### config.mk
export PLATFORM = sky130hd
export DESIGN_NAME = output_ramp_protect_config
export DESIGN_NICKNAME = d
export VERILOG_FILES = /design/src/logic/ramp_pkg.sv /design/src/logic/output_ramp_protect_config.sv /design/src/logic/step_timer.sv
export VERILOG_INCLUDE_DIRS = /design/src /design/src/logic
export SDC_FILE = /design/constraint.sdc
export NUM_CORES = 1
export LEC_CHECK = 0
export ABC_AREA = 1
export BUFFER_PORTS_ARGS = -buffer_cell sky130_fd_sc_hd__buf_2
export CORE_AREA = 2 2 245 247
export DETAILED_ROUTE_END_ITERATION = 16
export DIE_AREA = 0 0 247 249
export GPL_ROUTABILITY_DRIVEN = 0
export PLACE_DENSITY = 0.61
export REMOVE_ABC_BUFFERS = 1
export SKIP_CTS_REPAIR_TIMING = 1
export SYNTH_ARGS = -nofsm -noshare
export SYNTH_HDL_FRONTEND = slang
export SYNTH_HIERARCHICAL = 1
export SYNTH_SLANG_ARGS = --single-unit
### constraint.sdc
create_clock -name ref_clk_i -period 23.5 [get_ports ref_clk_i]
set_clock_uncertainty 0.1 [all_clocks]
set_input_delay 1.175 -clock ref_clk_i [delete_from_list [all_inputs] [get_ports ref_clk_i]]
set_output_delay 1.175 -clock ref_clk_i [all_outputs]
set_load 0.005 [all_outputs]
### src/logic/ramp_params.svh
// constants for the output ramp and protection configuration block
// assumes a 25 MHz master clock and a 12-bit setpoint with 2.5 mV per lsb
`ifndef RAMP_PARAMS_SVH
`define RAMP_PARAMS_SVH

// register offsets on the configuration port
`define ADDR_PROT        8'h01
`define ADDR_RAMP        8'h03
`define ADDR_CLIM        8'h08

// reset values of the registers
`define RAMP_RST         7'h1C
`define RAMP_TERM_RST    7'h0C
`define PROT_RST         6'h08
`define CLIM_RST         8'h1B
`define CLIM_MAX         4'hB

// clock rate and ramp step size
`define CLK_MHZ          25
`define STEP_MV          10
`define LSB_UV           2500
`define STEP_LSB         ((`STEP_MV * 1000) / `LSB_UV)

// duration of one 10 mV step in ns for each slope code
`define STEP_NS_0        200000
`define STEP_NS_1        100000
`define STEP_NS_2        50000
`define STEP_NS_3        40000
`define STEP_NS_4        20000
`define STEP_NS_5        10000
`define STEP_NS_6        5000
`define NS_TO_CYC(ns)    (((ns) * `CLK_MHZ) / 1000)

// threshold percentages of the setpoint
`define PCT_PG_HI_NARROW 8'h69
`define PCT_PG_HI_WIDE   8'h6E
`define PCT_PG_LO_NARROW 8'h5F
`define PCT_PG_LO_WIDE   8'h5A
`define PCT_OV_0         8'h6E
`define PCT_OV_1         8'h78
`define PCT_OV_2         8'h82
`define PCT_UV_0         8'h4B
`define PCT_UV_1         8'h50
`define PCT_UV_2         8'h55
`define PCT_UV_3         8'h5A

`endif

### src/logic/ramp_pkg.sv
// types shared by the ramp and protection configuration logic
// assumes nothing beyond a SystemVerilog compiler
package ramp_pkg;

   // ramp sequencer states
   typedef enum logic [1:0] {
      ST_IDLE,
      ST_RISE,
      ST_HOLD,
      ST_FALL
   } ramp_state_type;

   // ramp configuration fields, bits 6:0
   typedef struct packed {
      logic [2:0] rise_slope;
      logic       falloff_ramp_control;
      logic [2:0] fall_slope;
   } ramp_cfg_type;

   // protection threshold fields, bits 5:0
   typedef struct packed {
      logic       good_window_upper;
      logic       good_window_lower;
      logic [1:0] overvolt_level;
      logic [1:0] undervolt_level;
   } prot_cfg_type;

   // current limit fields, bits 7:0
   typedef struct packed {
      logic [2:0] regulation_slope;
      logic       thermal_comp_enable;
      logic [3:0] limit_setpoint;
   } clim_cfg_type;

endpackage

### src/logic/output_ramp_protect_config.sv
// output ramp sequencer and protection configuration registers
// assumes setpoint, output sense and run bit come from logic on ref_clk_i
//
// Summary of operation
// - target moves in 10 mV steps or the remaining gap
// - step time divided from shared master clock
// - rising slope codes 0..6, 7 reserved
// - bus terminator resets rising slope to slowest
// - bit 3 enables controlled falling turn-off
// - falling slope field selects negative rates
// - ramp register top bit reads zero
// - switching held off until target passes prebias
// - bit 5 picks upper good limit
// - bit 4 picks lower good limit
// - undervolt level maps 75 to 90 percent
// - protection writes only while run is low
// - good, overvolt and undervolt limits scale with current setpoint; the current limit code does not
// - bits 7:5 choose regulation slope
// - bit 4 enables thermal limit compensation
// - bits 3:0 choose current limit setpoint
// - limit codes above 0xB saturate
// - falling rate independent of rising rate
`include "ramp_params.svh"

module output_ramp_protect_config #(
   parameter int SLOW_STEP_CYC = `NS_TO_CYC(`STEP_NS_0)
) (
   input  wire logic        ref_clk_i,
   input  wire logic        resetn_i,
   input  wire logic [7:0]  reg_addr_i,
   input  wire logic [7:0]  reg_wdata_i,
   input  wire logic        reg_wr_i,
   input  wire logic        reg_rd_i,
   output logic      [7:0]  reg_rdata_o,
   input  wire logic        run_i,
   input  wire logic        bus_term_i,
   input  wire logic [11:0] vset_i,
   input  wire logic [11:0] vout_i,
   output logic      [11:0] target_o,
   output logic             switch_en_o,
   output logic             ramp_done_o,
   output logic      [12:0] good_upper_o,
   output logic      [12:0] good_lower_o,
   output logic      [12:0] overvolt_o,
   output logic      [12:0] undervolt_o,
   output logic      [2:0]  regulation_slope_o,
   output logic             thermal_comp_o,
   output logic      [3:0]  limit_code_o
);

   ////////////////////////////////////////////////////////////////////////
   // helper functions

   // step period in clock cycles for a slope code
   function automatic logic [15:0] step_cycles(input logic [2:0] code);
      case (code)
         3'h0:    step_cycles = 16'(SLOW_STEP_CYC);
         3'h1:    step_cycles = 16'(`NS_TO_CYC(`STEP_NS_1));
         3'h2:    step_cycles = 16'(`NS_TO_CYC(`STEP_NS_2));
         3'h3:    step_cycles = 16'(`NS_TO_CYC(`STEP_NS_3));
         3'h4:    step_cycles = 16'(`NS_TO_CYC(`STEP_NS_4));
         3'h5:    step_cycles = 16'(`NS_TO_CYC(`STEP_NS_5));
         3'h6:    step_cycles = 16'(`NS_TO_CYC(`STEP_NS_6));
         default: step_cycles = 16'(`NS_TO_CYC(`STEP_NS_1));
      endcase
   endfunction

   // percentage of the setpoint, 13 bits so 130 percent fits
   function automatic logic [12:0] pct_of(input logic [11:0] v,
                                          input logic [7:0]  p);
      logic [19:0] prod;
      prod   = 20'(v) * 20'(p);
      pct_of = 13'(prod / 20'h00064);
   endfunction

   ////////////////////////////////////////////////////////////////////////
   // configuration registers

   ramp_pkg::ramp_cfg_type   ramp_q;
   ramp_pkg::prot_cfg_type   prot_q;
   ramp_pkg::clim_cfg_type   clim_q;
   ramp_pkg::ramp_state_type state_q;
   ramp_pkg::ramp_state_type state_d;
   logic [11:0]              target_q;
   logic [11:0]              target_d;
   logic                     switch_q;
   logic                     switch_d;
   logic                     tick;

   // write strobes per register
   wire wr_ramp = reg_wr_i && (reg_addr_i == `ADDR_RAMP);
   wire wr_clim = reg_wr_i && (reg_addr_i == `ADDR_CLIM);
   wire wr_prot = reg_wr_i && (reg_addr_i == `ADDR_PROT) && !run_i;

   wire [6:0] ramp_rst = bus_term_i ? `RAMP_TERM_RST : `RAMP_RST;

   // register writes; terminator strap sampled in the synchronous reset
   always_ff @(posedge ref_clk_i) begin
      if (!resetn_i) begin
         ramp_q <= ramp_rst;
         prot_q <= `PROT_RST;
         clim_q <= `CLIM_RST;
      end else begin
         if (wr_ramp) ramp_q <= reg_wdata_i[6:0];
         if (wr_prot) prot_q <= reg_wdata_i[5:0];
         if (wr_clim) clim_q <= reg_wdata_i;
      end
   end

   wire [7:0] rd_mux = (reg_addr_i == `ADDR_RAMP) ? {1'b0, ramp_q} :
                       (reg_addr_i == `ADDR_PROT) ? {2'b00, prot_q} :
                       (reg_addr_i == `ADDR_CLIM) ? clim_q : 8'h00;

   // read data flop, unmapped reads return zero
   always_ff @(posedge ref_clk_i) begin
      if (!resetn_i) reg_rdata_o <= 8'h00;
      else if (reg_rd_i) reg_rdata_o <= rd_mux;
   end

   ////////////////////////////////////////////////////////////////////////
   // ramp sequencer

   // goal follows setpoint, zero when ramping down
   wire [11:0] goal     = (state_q == ramp_pkg::ST_FALL) ? 12'h000 : vset_i;
   wire        going_up = target_q < goal;
   wire [11:0] gap      = going_up ? goal - target_q : target_q - goal;
   // step of 10 mV or the remaining gap
   wire [11:0] step     = (gap < 12'(`STEP_LSB)) ? gap : 12'(`STEP_LSB);
   wire        moving   = (state_q != ramp_pkg::ST_IDLE) && (gap != 12'h000);
   wire [2:0]  slope    = going_up ? ramp_q.rise_slope : ramp_q.fall_slope;
   wire [15:0] period   = step_cycles(slope);
   wire        crossed  = target_q >= vout_i;

   step_timer #(
      .WIDTH (16)
   ) u_step_timer (
      .ref_clk_i (ref_clk_i),
      .resetn_i  (resetn_i),
      .enable_i  (moving),
      .period_i  (period),
      .tick_o    (tick)
   );

   // next state, target and switch enable
   always_comb begin
      state_d  = state_q;
      target_d = target_q;
      switch_d = switch_q;
      if (moving && tick) begin
         target_d = going_up ? target_q + step : target_q - step;
      end
      case (state_q)
         ramp_pkg::ST_IDLE: begin
            target_d = 12'h000;
            switch_d = 1'b0;
            if (run_i) state_d = ramp_pkg::ST_RISE;
         end
         ramp_pkg::ST_RISE, ramp_pkg::ST_HOLD: begin
            if (crossed) switch_d = 1'b1;
            if (state_q == ramp_pkg::ST_RISE && gap == 12'h000) begin
               state_d = ramp_pkg::ST_HOLD;
            end
            if (!run_i) begin
               if (ramp_q.falloff_ramp_control && switch_q) begin
                  state_d = ramp_pkg::ST_FALL;
               end else begin
                  state_d  = ramp_pkg::ST_IDLE;
                  switch_d = 1'b0;
               end
            end
         end
         ramp_pkg::ST_FALL: begin
            if (run_i) begin
               state_d = ramp_pkg::ST_RISE;
            end else if (target_q == 12'h000) begin
               state_d  = ramp_pkg::ST_IDLE;
               switch_d = 1'b0;
            end
         end
         default: begin
            state_d  = ramp_pkg::ST_IDLE;
            switch_d = 1'b0;
         end
      endcase
   end

   // sequencer state flops
   always_ff @(posedge ref_clk_i) begin
      if (!resetn_i) begin
         state_q  <= ramp_pkg::ST_IDLE;
         target_q <= 12'h000;
         switch_q <= 1'b0;
      end else begin
         state_q  <= state_d;
         target_q <= target_d;
         switch_q <= switch_d;
      end
   end

   ////////////////////////////////////////////////////////////////////////
   // thresholds and limit outputs

   wire [7:0] pct_hi = prot_q.good_window_upper ? `PCT_PG_HI_NARROW : `PCT_PG_HI_WIDE;
   wire [7:0] pct_lo = prot_q.good_window_lower ? `PCT_PG_LO_NARROW : `PCT_PG_LO_WIDE;
   wire [7:0] pct_ov = (prot_q.overvolt_level == 2'h0) ? `PCT_OV_0 :
                       (prot_q.overvolt_level == 2'h1) ? `PCT_OV_1 : `PCT_OV_2;
   wire [7:0] pct_uv = (prot_q.undervolt_level == 2'h0) ? `PCT_UV_0 :
                       (prot_q.undervolt_level == 2'h1) ? `PCT_UV_1 :
                       (prot_q.undervolt_level == 2'h2) ? `PCT_UV_2 : `PCT_UV_3;
   wire [3:0] lim_sat = (clim_q.limit_setpoint > `CLIM_MAX) ? `CLIM_MAX
                                                            : clim_q.limit_setpoint;

   // registered outputs
   always_ff @(posedge ref_clk_i) begin
      if (!resetn_i) begin
         good_upper_o       <= 13'h0000;
         good_lower_o       <= 13'h0000;
         overvolt_o         <= 13'h0000;
         undervolt_o        <= 13'h0000;
         regulation_slope_o <= 3'h0;
         thermal_comp_o     <= 1'b1;
         limit_code_o       <= `CLIM_MAX;
         target_o           <= 12'h000;
         switch_en_o        <= 1'b0;
         ramp_done_o        <= 1'b0;
      end else begin
         good_upper_o       <= pct_of(vset_i, pct_hi);
         good_lower_o       <= pct_of(vset_i, pct_lo);
         overvolt_o         <= pct_of(vset_i, pct_ov);
         undervolt_o        <= pct_of(vset_i, pct_uv);
         regulation_slope_o <= clim_q.regulation_slope;
         thermal_comp_o     <= clim_q.thermal_comp_enable;
         limit_code_o       <= lim_sat;
         target_o           <= target_q;
         switch_en_o        <= switch_q;
         ramp_done_o        <= (state_q == ramp_pkg::ST_HOLD);
      end
   end

   ////////////////////////////////////////////////////////////////////////
   // assertions

   prot_write_lock_a: assert property (@(posedge ref_clk_i) disable iff (!resetn_i)
      reg_wr_i && reg_addr_i == `ADDR_PROT && run_i |=> $stable(prot_q))
      else $error("protection register written while running");

   ramp_top_zero_a: assert property (@(posedge ref_clk_i) disable iff (!resetn_i)
      reg_rd_i && reg_addr_i == `ADDR_RAMP |=> reg_rdata_o[7] == 1'b0)
      else $error("ramp register top bit read as one");

   target_step_a: assert property (@(posedge ref_clk_i) disable iff (!resetn_i)
      $past(state_q) != ramp_pkg::ST_IDLE && target_q > $past(target_q)
      |-> target_q - $past(target_q) <= 12'(`STEP_LSB))
      else $error("ramp step larger than 10 mV");

   step_on_tick_a: assert property (@(posedge ref_clk_i) disable iff (!resetn_i)
      $past(state_q) != ramp_pkg::ST_IDLE && $changed(target_q) |-> $past(tick))
      else $error("target moved without a timer tick");

   prebias_hold_a: assert property (@(posedge ref_clk_i) disable iff (!resetn_i)
      $rose(switch_q) |-> $past(target_q) >= $past(vout_i))
      else $error("switching enabled below prebias level");

   fast_off_a: assert property (@(posedge ref_clk_i) disable iff (!resetn_i)
      state_q == ramp_pkg::ST_HOLD && !run_i && !ramp_q.falloff_ramp_control
      |=> state_q == ramp_pkg::ST_IDLE && !switch_q ##1 !switch_en_o)
      else $error("turn-off without falling ramp not immediate");

   good_upper_a: assert property (@(posedge ref_clk_i) disable iff (!resetn_i)
      prot_q.good_window_upper |=> good_upper_o == pct_of($past(vset_i), 8'h69))
      else $error("upper good limit not 105 percent");

   good_lower_a: assert property (@(posedge ref_clk_i) disable iff (!resetn_i)
      !prot_q.good_window_lower |=> good_lower_o == pct_of($past(vset_i), 8'h5A))
      else $error("lower good limit not 90 percent");

   limit_sat_a: assert property (@(posedge ref_clk_i) disable iff (!resetn_i)
      wr_clim && reg_wdata_i[3:0] > 4'hB |=> ##1 limit_code_o == 4'hB)
      else $error("current limit code above saturation");

endmodule

### src/logic/step_timer.sv
// step timer: divides the master clock into one tick per ramp step
// assumes the period input is at least one and held while enabled
module step_timer #(
   parameter int WIDTH = 16
) (
   input  wire logic             ref_clk_i,
   input  wire logic             resetn_i,
   input  wire logic             enable_i,
   input  wire logic [WIDTH-1:0] period_i,
   output logic                  tick_o
);

   logic [WIDTH-1:0] count_q;
   logic [WIDTH-1:0] count_d;
   logic             wrap;

   // wrap when the count reaches the end of the period
   assign wrap    = enable_i && (count_q >= period_i - WIDTH'(1));
   assign count_d = (!enable_i || wrap) ? '0 : count_q + WIDTH'(1);

   // counter and tick flop
   always_ff @(posedge ref_clk_i) begin
      if (!resetn_i) begin
         count_q <= '0;
         tick_o  <= 1'b0;
      end else begin
         count_q <= count_d;
         tick_o  <= wrap;
      end
   end

endmodule

## Word-level counts from Yosys, hierarchy flattened

Cells that the tools add are included.

- Multiply operators: 4
- Shift-type cells: 0
- Div/mod/pow operators: 4
- Bitwise logic cells: 1
- $add $sub $neg: 6
- Equality and inequality tests: 20
- Muxes and demuxes: 32
- Magnitude comparators: 5
- Reduce and logical (&&, ||, !) cells: 26

Operators by type and width:

| kind | number |
|---|---|
| $div 20x7->20 const B | 4 |
| $pmux 13 s6 | 1 |
| $mul 12x7->19 | 3 |
| $mux 12 | 4 |
| $mux 8 | 5 |
| $sub 12x12->12 | 3 |
| $logic_not 12->1 | 2 |
| $mul 12x8->20 | 1 |
| $add 16x1->16 const B | 1 |
| $ge 16x16->1 | 1 |
| $mux 7 | 2 |
| $sub 13x1->14 const B | 1 |
| $add 12x12->12 | 1 |
| $ge 12x12->1 | 1 |
| $lt 12x12->1 | 1 |
| $lt 12x3->1 const B | 1 |
| $mux 2 | 6 |
| $reduce_bool 12->1 | 1 |
| $mux 5 | 2 |
| $eq 3x3->1 const B | 3 |
| $logic_and 1x1->1 | 9 |
| $mux 3 | 3 |
| $eq 8x1->1 const B | 1 |
| $eq 8x2->1 const B | 1 |
| other kinds (22) | 40 |

- Input port bits: 46
- Latch bits: 0
- Register bits after elaboration: 135
- Output and inout bits: 82
- Memories kept: 0
- Bits in read-only memories: 0
- Logic and storage cells: 124
- Memory bits (writable): 0

## Longest topological paths before layout

Gate-level depths: netlist of the first run.

- Depth after elaboration: 11
- Depth in mapped cells: 91

## Cells and area by module

The synthesis of the first run kept the hierarchy.

Modules (own cells, without submodules):

| module | seq. area each (sq um) | cells an instance | instances | area each (sq um) |
|---|---|---|---|---|
| output_ramp_protect_config | 2432.3 | 3475 | 1 | 23578.9 |
| step_timer | 340.3 | 229 | 1 | 1572.8 |

## Worst setup path after synthesis of the first run

No wires, ideal clock.

- Path type: input to register
- Start point: input vset_i[6]
- End point: register good_upper_o[0]
- Slack: 13091 ps
- Buffers on the path: 1
- Arrival time: 10240 ps
- Cell stages on the path: 76
- Path through: inv_1 -> clkbuf_1 -> nor2_1 -> fa_1 -> inv_1 -> fa_1 -> fa_1 -> inv_1 -> fa_1 -> ha_1 -> nand2_2 -> o21ai_0 -> nand2_1 -> nand3_2 -> nand2_2 -> nand2_2 -> xor2_4 -> nand2_1 -> [... 40 more ...] -> nand2_4 -> nand3_2 -> nand2_4 -> nand3_2 -> nand2_2 -> nand3_1 -> nand2_2 -> nand3_2 -> nand2_4 -> nand2_4 -> nand2_4 -> nand2_2 -> nor2_4 -> nand2_2 -> nand2_2 -> nand2_1 -> xor2_1 -> a21oi_1

- Cells in the longest elaborated chain, start to end: 2

Ends and longest elaborated chain:

| element | RTL line | source |
|---|---|---|
| from (decl) | output_ramp_protect_config.sv:37 | `input wire logic [11:0] vset_i,` |
| $mul 12x7->19 | output_ramp_protect_config.sv:72 | `prod = 20'(v) * 20'(p);` |
| $div 20x7->20 | output_ramp_protect_config.sv:73 | `pct_of = 13'(prod / 20'h00064);` |
| to (signal assigned) | output_ramp_protect_config.sv:227 | `good_upper_o <= pct_of(vset_i, pct_hi);` |
| to (decl) | output_ramp_protect_config.sv:42 | `output logic [12:0] good_upper_o,` |

No other way between the ends.
A chain may end at the register's enable or synchronous reset.

## Final worst setup path of the first run

- Start point: input vset_i[4]
- End point: register overvolt_o[0]

- Cells in the longest elaborated chain, start to end: 2

Ends and longest elaborated chain:

| element | RTL line | source |
|---|---|---|
| $mul 12x8->20 | output_ramp_protect_config.sv:72 |  |
| $div 20x7->20 | output_ramp_protect_config.sv:73 |  |
| to (signal assigned) | output_ramp_protect_config.sv:229 | `overvolt_o <= pct_of(vset_i, pct_ov);` |
| to (decl) | output_ramp_protect_config.sv:44 | `output logic [12:0] overvolt_o,` |

No other way between the ends.

==> results of run 1 <==
[worst max path at each step]
stage	endpoint	cells past startpoint
6_report	overvolt_o[0]$_SDFF_PN0_	80
2_1_floorplan	overvolt_o[0]$_SDFF_PN0_	77
4_1_cts	overvolt_o[0]$_SDFF_PN0_	78
5_1_grt	overvolt_o[0]$_SDFF_PN0_	74
3_5_place_dp	overvolt_o[0]$_SDFF_PN0_	78
3_3_place_gp	overvolt_o[0]$_SDFF_PN0_	78
[registers in the layout, summed over array words and instances (netlist names), 4 cells and up]
register / count
good_upper_o: 13
u_step_timer/count_q: 16
ramp_q: 7
clim_q: 8
overvolt_o: 13
reg_rdata_o: 8
undervolt_o: 13
good_lower_o: 13
limit_code_o: 4
target_o: 12
target_q: 12
prot_q: 6
[placed cells by master, fill, tap and decap left out, types with 9 or more instances in the layout]
master                      instances
sky130_fd_sc_hd__nand3_1          218
sky130_fd_sc_hd__inv_1            651
sky130_fd_sc_hd__clkinv_1          11
sky130_fd_sc_hd__fa_1             154
sky130_fd_sc_hd__dfxtp_1          128
sky130_fd_sc_hd__buf_2            127
sky130_fd_sc_hd__nand4_1           68
sky130_fd_sc_hd__nand2_2          168
sky130_fd_sc_hd__o21ai_1           51
sky130_fd_sc_hd__xor2_1            87
sky130_fd_sc_hd__o21bai_1          20
sky130_fd_sc_hd__nand2_4           73
sky130_fd_sc_hd__o21ai_0          116
sky130_fd_sc_hd__ha_1             261
sky130_fd_sc_hd__nand3b_1           9
sky130_fd_sc_hd__a21oi_1          190
sky130_fd_sc_hd__inv_2             55
sky130_fd_sc_hd__a211oi_1          10
sky130_fd_sc_hd__nor2_4            28
sky130_fd_sc_hd__xnor2_1           27
sky130_fd_sc_hd__nor2_2            44
sky130_fd_sc_hd__nand3_2           61
sky130_fd_sc_hd__o211ai_1          11
sky130_fd_sc_hd__nor2_1           272
sky130_fd_sc_hd__nor3_1            16
sky130_fd_sc_hd__nand2_1          806
sky130_fd_sc_hd__clkbuf_16         18
[cell families (layout without fill, tap and decap cells)]
group	after synthesis	in the layout	share of synthesized area (%)
AO/OA/AOI/OAI	453	453	10.2
multiplexers	4	4	0.159
AND/OR/NAND/NOR	1811	1811	37.2
other	1	8	0.0149
XOR/XNOR	123	123	4.64
buffers and inverters	762	881	11.6
flip-flops	135	135	11.0
adder cells (fa/ha/maj)	415	415	25.2
[layer usage]
| layer | track usage [%] | wire, um | vias up |
|---|---|---|---|
| li1 | - | - | 11900 |
| met1 | 26.6 | 28600 | 10100 |
| met2 | 32.2 | 26500 | 262 |
| met3 | 3.15 | 2040 | 48 |
| met4 | 4.22 | 682 | 10 |
| met5 | 0 | 69 | - |
[critical path: cells and delay by family]
kind | cells | cell delay [ns]
adder cells (fa/ha/maj) | 5 | 2.41
AO/OA/AOI/OAI | 2 | 0.32
buffers and inverters | 9 | 1.33
AND/OR/NAND/NOR | 64 | 6.97
[metrics by stage]
step | utilization, % | setup slack [ns]
final | 46.3 | 11.55
after global routing | 46.3 | 10.31
after CTS | 46.3 | 11.60
after detailed placement | 45.3 | 11.12
after global placement | 45.3 | 11.17
after floorplan | - | 13.08
[area by class of cell]
type | count | share of cell area [%]
multi-input cells | 2813 | 71.7
flip-flops and latches | 135 | 10.2
inverters | 720 | 9.97
well taps | 773 | 3.56
repair buffers | 130 | 2.42
clock buffers | 18 | 1.66
clock inverters | 13 | 0.474
diodes | 1 | 0.00921
==> metrics.txt, run 1 <==
# TYPE chip_impl_metric gauge
chip_impl_metric{name="number_of_global_route_vias_before_repair",unit=""} 21500
chip_impl_metric{name="setup-tns-final",unit="ns"} 0
chip_impl_metric{name="max_slew.worst_pin.slew",unit="ns"} 1.13
chip_impl_metric{name="yosysWarnings",unit=""} 6
chip_impl_info{name="run_status",value="finished clean"} 1
chip_impl_metric{name="synth_cell_types",unit=""} 71
chip_impl_metric{name="drt_first_iter_violations",unit=""} 973
chip_impl_metric{name="max_slew_margin",unit="%"} 23.7
chip_impl_info{name="synth.cells.most_frequent",value="sky130_fd_sc_hd__nand2_1 (806), sky130_fd_sc_hd__inv_1 (652), sky130_fd_sc_hd__nor2_1 (272)"} 1
chip_impl_info{name="grt_setup_unrepaired",value="no"} 1
chip_impl_metric{name="fraction_of_layout_instances_using_a_drive_strength_above_1",unit="%"} 17.1
chip_impl_metric{name="die_area",unit="um^2"} 61500
chip_impl_metric{name="dp.cells",unit=""} 4571
chip_impl_metric{name="cts_made_buffers",unit=""} 17
chip_impl_metric{name="maxClockFrequency",unit="MHz"} 83.7
chip_impl_metric{name="clock-sinks",unit=""} 135
chip_impl_metric{name="synth_top_area_share",unit="%"} 13.0
chip_impl_metric{name="fp.dieW",unit="um"} 247
chip_impl_metric{name="setup_viol",unit=""} 0
chip_impl_metric{name="final_period_minus_worst_setup_slack",unit="ns"} 11.95
chip_impl_metric{name="critical_path.max_stage_delay",unit="ns"} 0.53
chip_impl_metric{name="core.rowCount",unit=""} 89
chip_impl_metric{name="drt_pre_antenna_iters",unit=""} 5
chip_impl_info{name="worst_hold_startpoint",value="clim_q[6]$_SDFFE_PN0P_"} 1
chip_impl_metric{name="hold_depth",unit=""} 2
chip_impl_info{name="criticalPathCategory",value="in2reg"} 1
chip_impl_metric{name="die-height",unit="um"} 249
chip_impl_metric{name="worstSkewPairLatency",unit="ns"} 0.49
chip_impl_metric{name="detailed_place_hpwl",unit="um"} 47200
chip_impl_metric{name="drc",unit=""} 0
chip_impl_metric{name="hold-worst-slack",unit="ns"} 0.360
chip_impl_metric{name="core_region_area",unit="um^2"} 58700
chip_impl_metric{name="number_of_vias_in_the_routed_layout",unit=""} 22400
chip_impl_metric{name="wire_length_of_the_first_global_routing_pass",unit="um"} 101000
chip_impl_metric{name="crit_required",unit="ns"} 23.80
chip_impl_info{name="synth.largest_area_cell",value="sky130_fd_sc_hd__ha_1"} 1
chip_impl_metric{name="final_nets",unit=""} 4278
chip_impl_metric{name="layout.cells.non_filler",unit=""} 4603
chip_impl_info{name="cpMaxStageDelayCell",value="sky130_fd_sc_hd__fa_1"} 1
chip_impl_metric{name="syn_inst",unit=""} 3704
chip_impl_metric{name="post_dp_cell_area",unit="um^2"} 26600
chip_impl_metric{name="number_of_cells_on_the_worst_reg_to_reg_path",unit=""} 79
chip_impl_metric{name="drt.antenna.violating_nets",unit=""} 0
chip_impl_metric{name="detail_route.wl_per_cell",unit="um"} 12.6
chip_impl_metric{name="clk_pin_slew",unit="ns"} 0.07
chip_impl_metric{name="worst_ep_arrival_time",unit="ns"} 12.25
chip_impl_metric{name="placement.io_buffers",unit=""} 127
chip_impl_info{name="yosys_most_used_dff",value="sky130_fd_sc_hd__dfxtp_1"} 1
chip_impl_info{name="crit_top_cell",value="sky130_fd_sc_hd__nand2_2"} 1
chip_impl_metric{name="syn_area_per_cell",unit="um^2"} 6.79
chip_impl_metric{name="layout-area-overhead-vs-synth",unit="%"} 8.07
chip_impl_metric{name="number_of_enable_type_register_cells_in_the_synthesized_netlist",unit=""} 7
chip_impl_metric{name="finalCritPeriodShare",unit="%"} 50.8
chip_impl_metric{name="num-fill-cells",unit=""} 6132
chip_impl_info{name="worst_reg2reg_endpoint",value="overvolt_o[0]$_SDFF_PN0_"} 1
chip_impl_metric{name="critical_path_peak_fanout",unit=""} 13
chip_impl_metric{name="area.sequential",unit="um^2"} 2770
chip_impl_metric{name="max_cap_violations",unit=""} 0
chip_impl_metric{name="final_cell_area",unit="um^2"} 27200
chip_impl_metric{name="synthArstFlopShare",unit="%"} 0
chip_impl_metric{name="gr-total-overflow",unit=""} 0
chip_impl_info{name="element_type_at_the_critical_path_start",value="input pin"} 1
chip_impl_metric{name="floorplan.initialDensity",unit="%"} 42.9
chip_impl_metric{name="cts.path.max_buffers",unit=""} 2
chip_impl_metric{name="hold_violations",unit=""} 0
chip_impl_info{name="cp-end-kind",value="flip-flop"} 1
chip_impl_metric{name="post_synth_instance_area",unit="um^2"} 25200
chip_impl_info{name="root_buffer",value="sky130_fd_sc_hd__clkbuf_16"} 1
chip_impl_metric{name="timing_max_transition_violations_final",unit=""} 0
chip_impl_info{name="post-synth-top-count-cell",value="sky130_fd_sc_hd__nand2_1"} 1
chip_impl_info{name="reg2reg_from",value="prot_q[3]$_SDFFE_PN1P_"} 1
chip_impl_info{name="tritoncts_clock_tree",value="yes"} 1
chip_impl_metric{name="multiInputGateArea",unit="um^2"} 19500
chip_impl_metric{name="drt-vias-per-instance",unit=""} 4.87
chip_impl_metric{name="io-pin-count",unit=""} 128
chip_impl_info{name="worstHoldPathType",value="reg2reg"} 1
chip_impl_metric{name="r2r_slack",unit="ns"} 11.84
chip_impl_metric{name="grt_max_degree",unit=""} 69
chip_impl_metric{name="global_route.usage.total",unit="%"} 19.5
chip_impl_info{name="crit_path_start",value="vset_i[4]"} 1
chip_impl_info{name="timing.hold.worst_endpoint",value="regulation_slope_o[1]$_SDFF_PN0_"} 1
chip_impl_metric{name="postSynthRegisterBits",unit=""} 135
chip_impl_info{name="synth_area_leaders",value="sky130_fd_sc_hd__ha_1 (13%), sky130_fd_sc_hd__fa_1 (12%), sky130_fd_sc_hd__nand2_1 (12%)"} 1
chip_impl_metric{name="cts_htree_levels",unit=""} 4
chip_impl_metric{name="synth_seq_area_share",unit="%"} 11.0
chip_impl_metric{name="drt_total_wl",unit="um"} 57900
chip_impl_metric{name="number_of_antenna_violations_at_the_first_check_in_global_routing",unit=""} 6
Power of run 1 is not shown: default switching activity piles up to over one toggle a cycle in this logic, so the estimate is an artifact.
==> inputs of run 2 (changes only) <==
PLACE_DENSITY = 0.63   (was 0.61)
clock period = 10.2 ns   (was 23.5 ns; I/O delays follow)
==> metrics.txt, run 2 (synthesized netlist as in run 1, its figures left out) <==
# TYPE chip_impl_metric gauge
chip_impl_metric{name="pre_cts_setup_slack",unit="ns"} -0.511
chip_impl_metric{name="global_route.usage.total",unit="%"} 20.3
chip_impl_info{name="root_buffer",value="sky130_fd_sc_hd__clkbuf_16"} 1
chip_impl_metric{name="number_of_antenna_violations_at_the_first_check_in_global_routing",unit=""} 4
chip_impl_metric{name="placement.io_buffers",unit=""} 127
chip_impl_metric{name="crit_required",unit="ns"} 10.44
chip_impl_info{name="run_status",value="finished, violations left"} 1
chip_impl_metric{name="setup-tns-final",unit="ns"} -0.276
chip_impl_metric{name="wire_length_of_the_first_global_routing_pass",unit="um"} 105000
chip_impl_info{name="criticalPathCategory",value="reg2reg"} 1
chip_impl_metric{name="hold_violations",unit=""} 0
chip_impl_info{name="cpMaxStageDelayCell",value="sky130_fd_sc_hd__fa_1"} 1
chip_impl_metric{name="finish.utilization",unit="%"} 57.7
chip_impl_metric{name="use_met3",unit="%"} 3.05
chip_impl_metric{name="grt_use_met2",unit="%"} 34.0
chip_impl_info{name="layout_common_cells",value="sky130_fd_sc_hd__nand2_1 (652), sky130_fd_sc_hd__inv_1 (622), sky130_fd_sc_hd__buf_4 (489)"} 1
chip_impl_metric{name="maxClockFrequency",unit="MHz"} 95.9
chip_impl_metric{name="die_area",unit="um^2"} 61500
chip_impl_metric{name="floorplan.initialDensity",unit="%"} 42.9
chip_impl_metric{name="gr-total-overflow",unit=""} 0
chip_impl_metric{name="critical_path_peak_fanout",unit=""} 7
chip_impl_metric{name="clk_pin_slew",unit="ns"} 0.07
chip_impl_metric{name="core_region_area",unit="um^2"} 58700
chip_impl_info{name="element_type_at_the_critical_path_start",value="flip-flop"} 1
chip_impl_metric{name="critical_path.max_stage_delay",unit="ns"} 0.54
chip_impl_metric{name="gr_met1_demand_resource",unit="%"} 27.0
chip_impl_metric{name="core.rowCount",unit=""} 89
chip_impl_info{name="cp-end-kind",value="flip-flop"} 1
chip_impl_metric{name="fraction_of_layout_instances_using_a_drive_strength_above_1",unit="%"} 35.7
chip_impl_metric{name="number_of_vias_in_the_routed_layout",unit=""} 25000
chip_impl_info{name="worstHoldPathType",value="in2reg"} 1
chip_impl_metric{name="cts_made_buffers",unit=""} 17
chip_impl_metric{name="io-pin-count",unit=""} 128
chip_impl_metric{name="drt-vias-per-instance",unit=""} 4.87
chip_impl_metric{name="number_of_global_route_vias_before_repair",unit=""} 23000
chip_impl_metric{name="cts.path.max_buffers",unit=""} 2
chip_impl_metric{name="setup_viol",unit=""} 2
chip_impl_metric{name="timing_max_transition_violations_final",unit=""} 0
chip_impl_metric{name="num-fill-cells",unit=""} 5408
chip_impl_metric{name="max_slew.worst_pin.slew",unit="ns"} 1.20
chip_impl_metric{name="drt.antenna.violating_nets",unit=""} 0
chip_impl_metric{name="detailed_place_hpwl",unit="um"} 50600
chip_impl_info{name="globalRoute.busiestLayer",value="met2"} 1
chip_impl_metric{name="drt_first_iter_violations",unit=""} 888
chip_impl_info{name="leading_cell_type_in_the_layout_fill_and_taps_excluded",value="sky130_fd_sc_hd__nand2_1"} 1
chip_impl_metric{name="drt_total_wl",unit="um"} 65800
chip_impl_info{name="crit_top_cell",value="sky130_fd_sc_hd__nand2_2"} 1
chip_impl_metric{name="worstSkewPairLatency",unit="ns"} 0.50
chip_impl_metric{name="cts_htree_levels",unit=""} 4
chip_impl_metric{name="worst_ep_arrival_time",unit="ns"} 10.67
chip_impl_metric{name="post_dp_cell_area",unit="um^2"} 29800
chip_impl_metric{name="detail_route.wl_per_cell",unit="um"} 12.8
chip_impl_metric{name="fp.dieW",unit="um"} 247
chip_impl_metric{name="layout-area-overhead-vs-synth",unit="%"} 34.5
chip_impl_metric{name="max_slew_margin",unit="%"} 19.4
chip_impl_metric{name="max_cap_violations",unit=""} 0
chip_impl_info{name="grt_setup_unrepaired",value="yes"} 1
chip_impl_info{name="tritoncts_clock_tree",value="yes"} 1
chip_impl_metric{name="clock-sinks",unit=""} 135
chip_impl_metric{name="drc",unit=""} 0
chip_impl_metric{name="largest_reg_flops",unit=""} 16
chip_impl_metric{name="drt_pre_antenna_iters",unit=""} 5
chip_impl_info{name="registers.top_by_ff_count",value="u_step_timer/count_q"} 1
chip_impl_metric{name="finalCritPeriodShare",unit="%"} 102
chip_impl_metric{name="die-height",unit="um"} 249
chip_impl_info{name="violations",value="setup timing"} 1
chip_impl_metric{name="final_cell_area",unit="um^2"} 33800
chip_impl_metric{name="final_period_minus_worst_setup_slack",unit="ns"} 10.43
chip_impl_metric{name="grt_max_degree",unit=""} 70
chip_impl_metric{name="final_critical_path_setup_slack",unit="ns"} -0.231
chip_impl_metric{name="final_nets",unit=""} 4804
## run 2: metal layers
layer	vias up	wire length [um]
met2	310	32100
met3	92	1960
met1	11600	30400
li1	13000	-
met5	-	35
met4	6	1310
## run 2: path summary, 6_finish.rpt
| kind | from | endpoint | slack [ns] | cells past startpoint |
|---|---|---|---|---|
| min | reg_wdata_i[2] | clim_q[2]$_SDFFE_PN0P_ | 0.18 | 3 |
| max reg2reg | prot_q[3]$_SDFFE_PN1P_ | overvolt_o[0]$_SDFF_PN0_ | -0.23 | 85 |
| min reg2reg | clim_q[6]$_SDFFE_PN0P_ | regulation_slope_o[1]$_SDFF_PN0_ | 0.35 | 2 |
| max | prot_q[3]$_SDFFE_PN1P_ | overvolt_o[0]$_SDFF_PN0_ | -0.23 | 85 |
## run 2: cell type report
| class | count | area [um^2] | share of cell area (%) |
|---|---|---|---|
| diodes | 1 | 2.50 | 0.00739 |
| clock buffers | 17 | 425 | 1.26 |
| clock inverters | 15 | 176 | 0.521 |
| inverters | 720 | 2760 | 8.15 |
| multi-input cells | 2813 | 21900 | 64.7 |
| flip-flops and latches | 135 | 2790 | 8.23 |
| well taps | 773 | 967 | 2.86 |
| repair buffers | 656 | 4820 | 14.2 |
## run 2: through the flow
step | cells | hold WS [ns]
floorplan | 3668 | 0.320
global placement | 4997 | 0.340
detailed placement | 4997 | 0.345
CTS | 5029 | 0.148
global route | 5130 | 0.170
finish | 5130 | 0.182
## run 2: critical path, delay by kind of cell, from the launching register on
kind            cells  cell delay [ns]
compound gates      3             0.46
fa+ha+maj           5             2.28
buf+inv             9             0.88
flops               1             0.36
simple gates       68             6.15
Power of run 2 is left out for the same reason.
==> inputs of run 3 (changes only) <==
==> constraint.sdc (replaced) <==
create_clock -name ref_clk_i -period 10.2 [get_ports ref_clk_i]
set_clock_uncertainty 0.1 [all_clocks]
set_input_delay 1.02 -clock ref_clk_i [delete_from_list [all_inputs] [get_ports ref_clk_i]]
set_output_delay 1.02 -clock ref_clk_i [all_outputs]
set_load 0.005 [all_outputs]
==> metrics.txt, run 3 (synthesized netlist as in run 1, its figures left out) <==
# TYPE chip_impl_metric gauge
chip_impl_info{name="run_status",value="finished, violations left"} 1
chip_impl_info{name="violations",value="setup timing"} 1
chip_impl_metric{name="max_slew_margin",unit="%"} 23.0
chip_impl_metric{name="number_of_antenna_violations_at_the_first_check_in_global_routing",unit=""} 7
chip_impl_info{name="grt_setup_unrepaired",value="yes"} 1
chip_impl_metric{name="final_critical_path_setup_slack",unit="ns"} -0.274
chip_impl_metric{name="placement.io_buffers",unit=""} 127
chip_impl_metric{name="finalCritPeriodShare",unit="%"} 103
chip_impl_metric{name="wire_length_of_the_first_global_routing_pass",unit="um"} 107000
chip_impl_metric{name="number_of_cells_on_the_worst_reg_to_reg_path",unit=""} 76
chip_impl_metric{name="timing_max_transition_violations_final",unit=""} 0
chip_impl_metric{name="number_of_global_route_vias_before_repair",unit=""} 23700
chip_impl_metric{name="detailed_place_hpwl",unit="um"} 51500
chip_impl_metric{name="gr-total-overflow",unit=""} 0
chip_impl_info{name="cpMaxStageDelayCell",value="sky130_fd_sc_hd__fa_1"} 1
chip_impl_metric{name="max_cap_violations",unit=""} 0
chip_impl_metric{name="cts_htree_levels",unit=""} 4
chip_impl_info{name="leading_cell_type_in_the_layout_fill_and_taps_excluded",value="sky130_fd_sc_hd__nand2_1"} 1
chip_impl_metric{name="final_nets",unit=""} 4909
chip_impl_info{name="timing.hold.worst_endpoint",value="regulation_slope_o[1]$_SDFF_PN0_"} 1
chip_impl_metric{name="hold_depth",unit=""} 2
chip_impl_metric{name="dp.cells",unit=""} 5126
chip_impl_metric{name="final_cell_area",unit="um^2"} 33600
chip_impl_info{name="crit_top_cell",value="sky130_fd_sc_hd__nand2_2"} 1
chip_impl_info{name="tritoncts_clock_tree",value="yes"} 1
chip_impl_info{name="worst_hold_startpoint",value="clim_q[6]$_SDFFE_PN0P_"} 1
chip_impl_metric{name="core_region_area",unit="um^2"} 58700
chip_impl_info{name="criticalPathCategory",value="in2reg"} 1
chip_impl_metric{name="drc",unit=""} 0
chip_impl_metric{name="number_of_vias_in_the_routed_layout",unit=""} 25000
chip_impl_metric{name="hold_violations",unit=""} 0
chip_impl_info{name="element_type_at_the_critical_path_start",value="input pin"} 1
chip_impl_info{name="root_buffer",value="sky130_fd_sc_hd__clkbuf_16"} 1
chip_impl_metric{name="fraction_of_layout_instances_using_a_drive_strength_above_1",unit="%"} 34.2
chip_impl_metric{name="final_period_minus_worst_setup_slack",unit="ns"} 10.47
chip_impl_metric{name="crit_required",unit="ns"} 10.43
chip_impl_metric{name="die_area",unit="um^2"} 61500
chip_impl_metric{name="floorplan.initialDensity",unit="%"} 42.9
chip_impl_metric{name="layout.cells.non_filler",unit=""} 5237
chip_impl_metric{name="pre_cts_setup_slack",unit="ns"} -0.856
chip_impl_metric{name="critical_path.max_stage_delay",unit="ns"} 0.53
chip_impl_metric{name="critical_path_peak_fanout",unit=""} 6
chip_impl_metric{name="setup-tns-final",unit="ns"} -0.685
chip_impl_metric{name="max_slew.worst_pin.slew",unit="ns"} 1.14
chip_impl_metric{name="worst_ep_arrival_time",unit="ns"} 10.71
chip_impl_metric{name="r2r_slack",unit="ns"} -0.25
chip_impl_info{name="worst_reg2reg_endpoint",value="overvolt_o[0]$_SDFF_PN0_"} 1
chip_impl_metric{name="die-height",unit="um"} 249
chip_impl_metric{name="core.rowCount",unit=""} 89
chip_impl_metric{name="drt_pre_antenna_iters",unit=""} 5
chip_impl_metric{name="global_route.usage.total",unit="%"} 20.6
chip_impl_metric{name="detail_route.wl_per_cell",unit="um"} 12.4
chip_impl_metric{name="clk_pin_slew",unit="ns"} 0.07
chip_impl_info{name="registers.top_by_ff_count",value="u_step_timer/count_q"} 1
chip_impl_metric{name="fp.dieW",unit="um"} 247
chip_impl_metric{name="drt.antenna.violating_nets",unit=""} 0
chip_impl_info{name="worstHoldPathType",value="reg2reg"} 1
chip_impl_metric{name="drt-vias-per-instance",unit=""} 4.78
chip_impl_metric{name="maxClockFrequency",unit="MHz"} 95.5
chip_impl_metric{name="layout-area-overhead-vs-synth",unit="%"} 33.6
chip_impl_metric{name="clock-sinks",unit=""} 135
chip_impl_metric{name="setup_viol",unit=""} 5
chip_impl_metric{name="drt_first_iter_violations",unit=""} 862
chip_impl_metric{name="cts_made_buffers",unit=""} 17
chip_impl_info{name="cp-end-kind",value="flip-flop"} 1
chip_impl_info{name="layout_common_cells",value="sky130_fd_sc_hd__nand2_1 (722), sky130_fd_sc_hd__inv_1 (631), sky130_fd_sc_hd__buf_4 (615)"} 1
chip_impl_metric{name="grt_max_degree",unit=""} 69
chip_impl_metric{name="largest_reg_flops",unit=""} 16
chip_impl_metric{name="worstSkewPairLatency",unit="ns"} 0.49
chip_impl_metric{name="drt_total_wl",unit="um"} 64800
chip_impl_metric{name="io-pin-count",unit=""} 128
chip_impl_metric{name="cts.path.max_buffers",unit=""} 2
chip_impl_info{name="reg2reg_from",value="prot_q[3]$_SDFFE_PN1P_"} 1
chip_impl_metric{name="post_dp_cell_area",unit="um^2"} 30800
-- run 3: changes by cell type in the layout (fill, tap and decap cells not counted), sizes merged, moves of 2 or more --
cell	change
clkinvlp	+3
clkbuf	+6
diode	+3
inv	-4
buf	+102
clkinv	-2
-- run 3: layer usage --
layer	vias to the layer above	GRT usage (%)	share of wire, %
met1	11400	26.6	46
li1	13200	-	-
met3	75	3.19	3.1
met4	8	5.97	1.9
met2	284	35.3	49
met5	-	0	0.079
-- run 3: worst max path at each step --
stage | to | startpoint
2_1_floorplan | overvolt_o[0]$_SDFF_PN0_ | prot_q[3]$_SDFFE_PN1P_
3_3_place_gp | overvolt_o[0]$_SDFF_PN0_ | vset_i[6]
3_5_place_dp | overvolt_o[0]$_SDFF_PN0_ | vset_i[6]
4_1_cts | overvolt_o[0]$_SDFF_PN0_ | prot_q[2]$_SDFFE_PN0P_
5_1_grt | overvolt_o[0]$_SDFF_PN0_ | prot_q[2]$_SDFFE_PN0P_
6_report | overvolt_o[0]$_SDFF_PN0_ | vset_i[4]
-- run 3: critical path: cells and delay by family --
family	cells	cell delay, ns
simple gates	55	5.10
fa+ha+maj	5	2.26
compound gates	8	1.35
buf+inv	9	0.92
-- run 3: final cells by class --
cell class / instances / area [um^2]
inverter: 720 / 2750
fill: 5546 / 25100
clock buffer: 21 / 460
timing repair inverter: 1 / 7.51
multi-input combinational: 2813 / 21000
timing repair buffer: 760 / 5550
tap: 773 / 967
clock inverter: 10 / 86.3
sequential: 135 / 2780
antenna: 4 / 10.0
-- run 3: metrics by stage --
stage	hold slack [ns]	utilization, %
after detailed placement	0.349	52.5
after global routing	0.381	57.3
after CTS	0.355	53.5
final	0.354	57.3
after floorplan	0.320	-
after global placement	0.350	52.5
Power of run 3 is left out for the same reason.
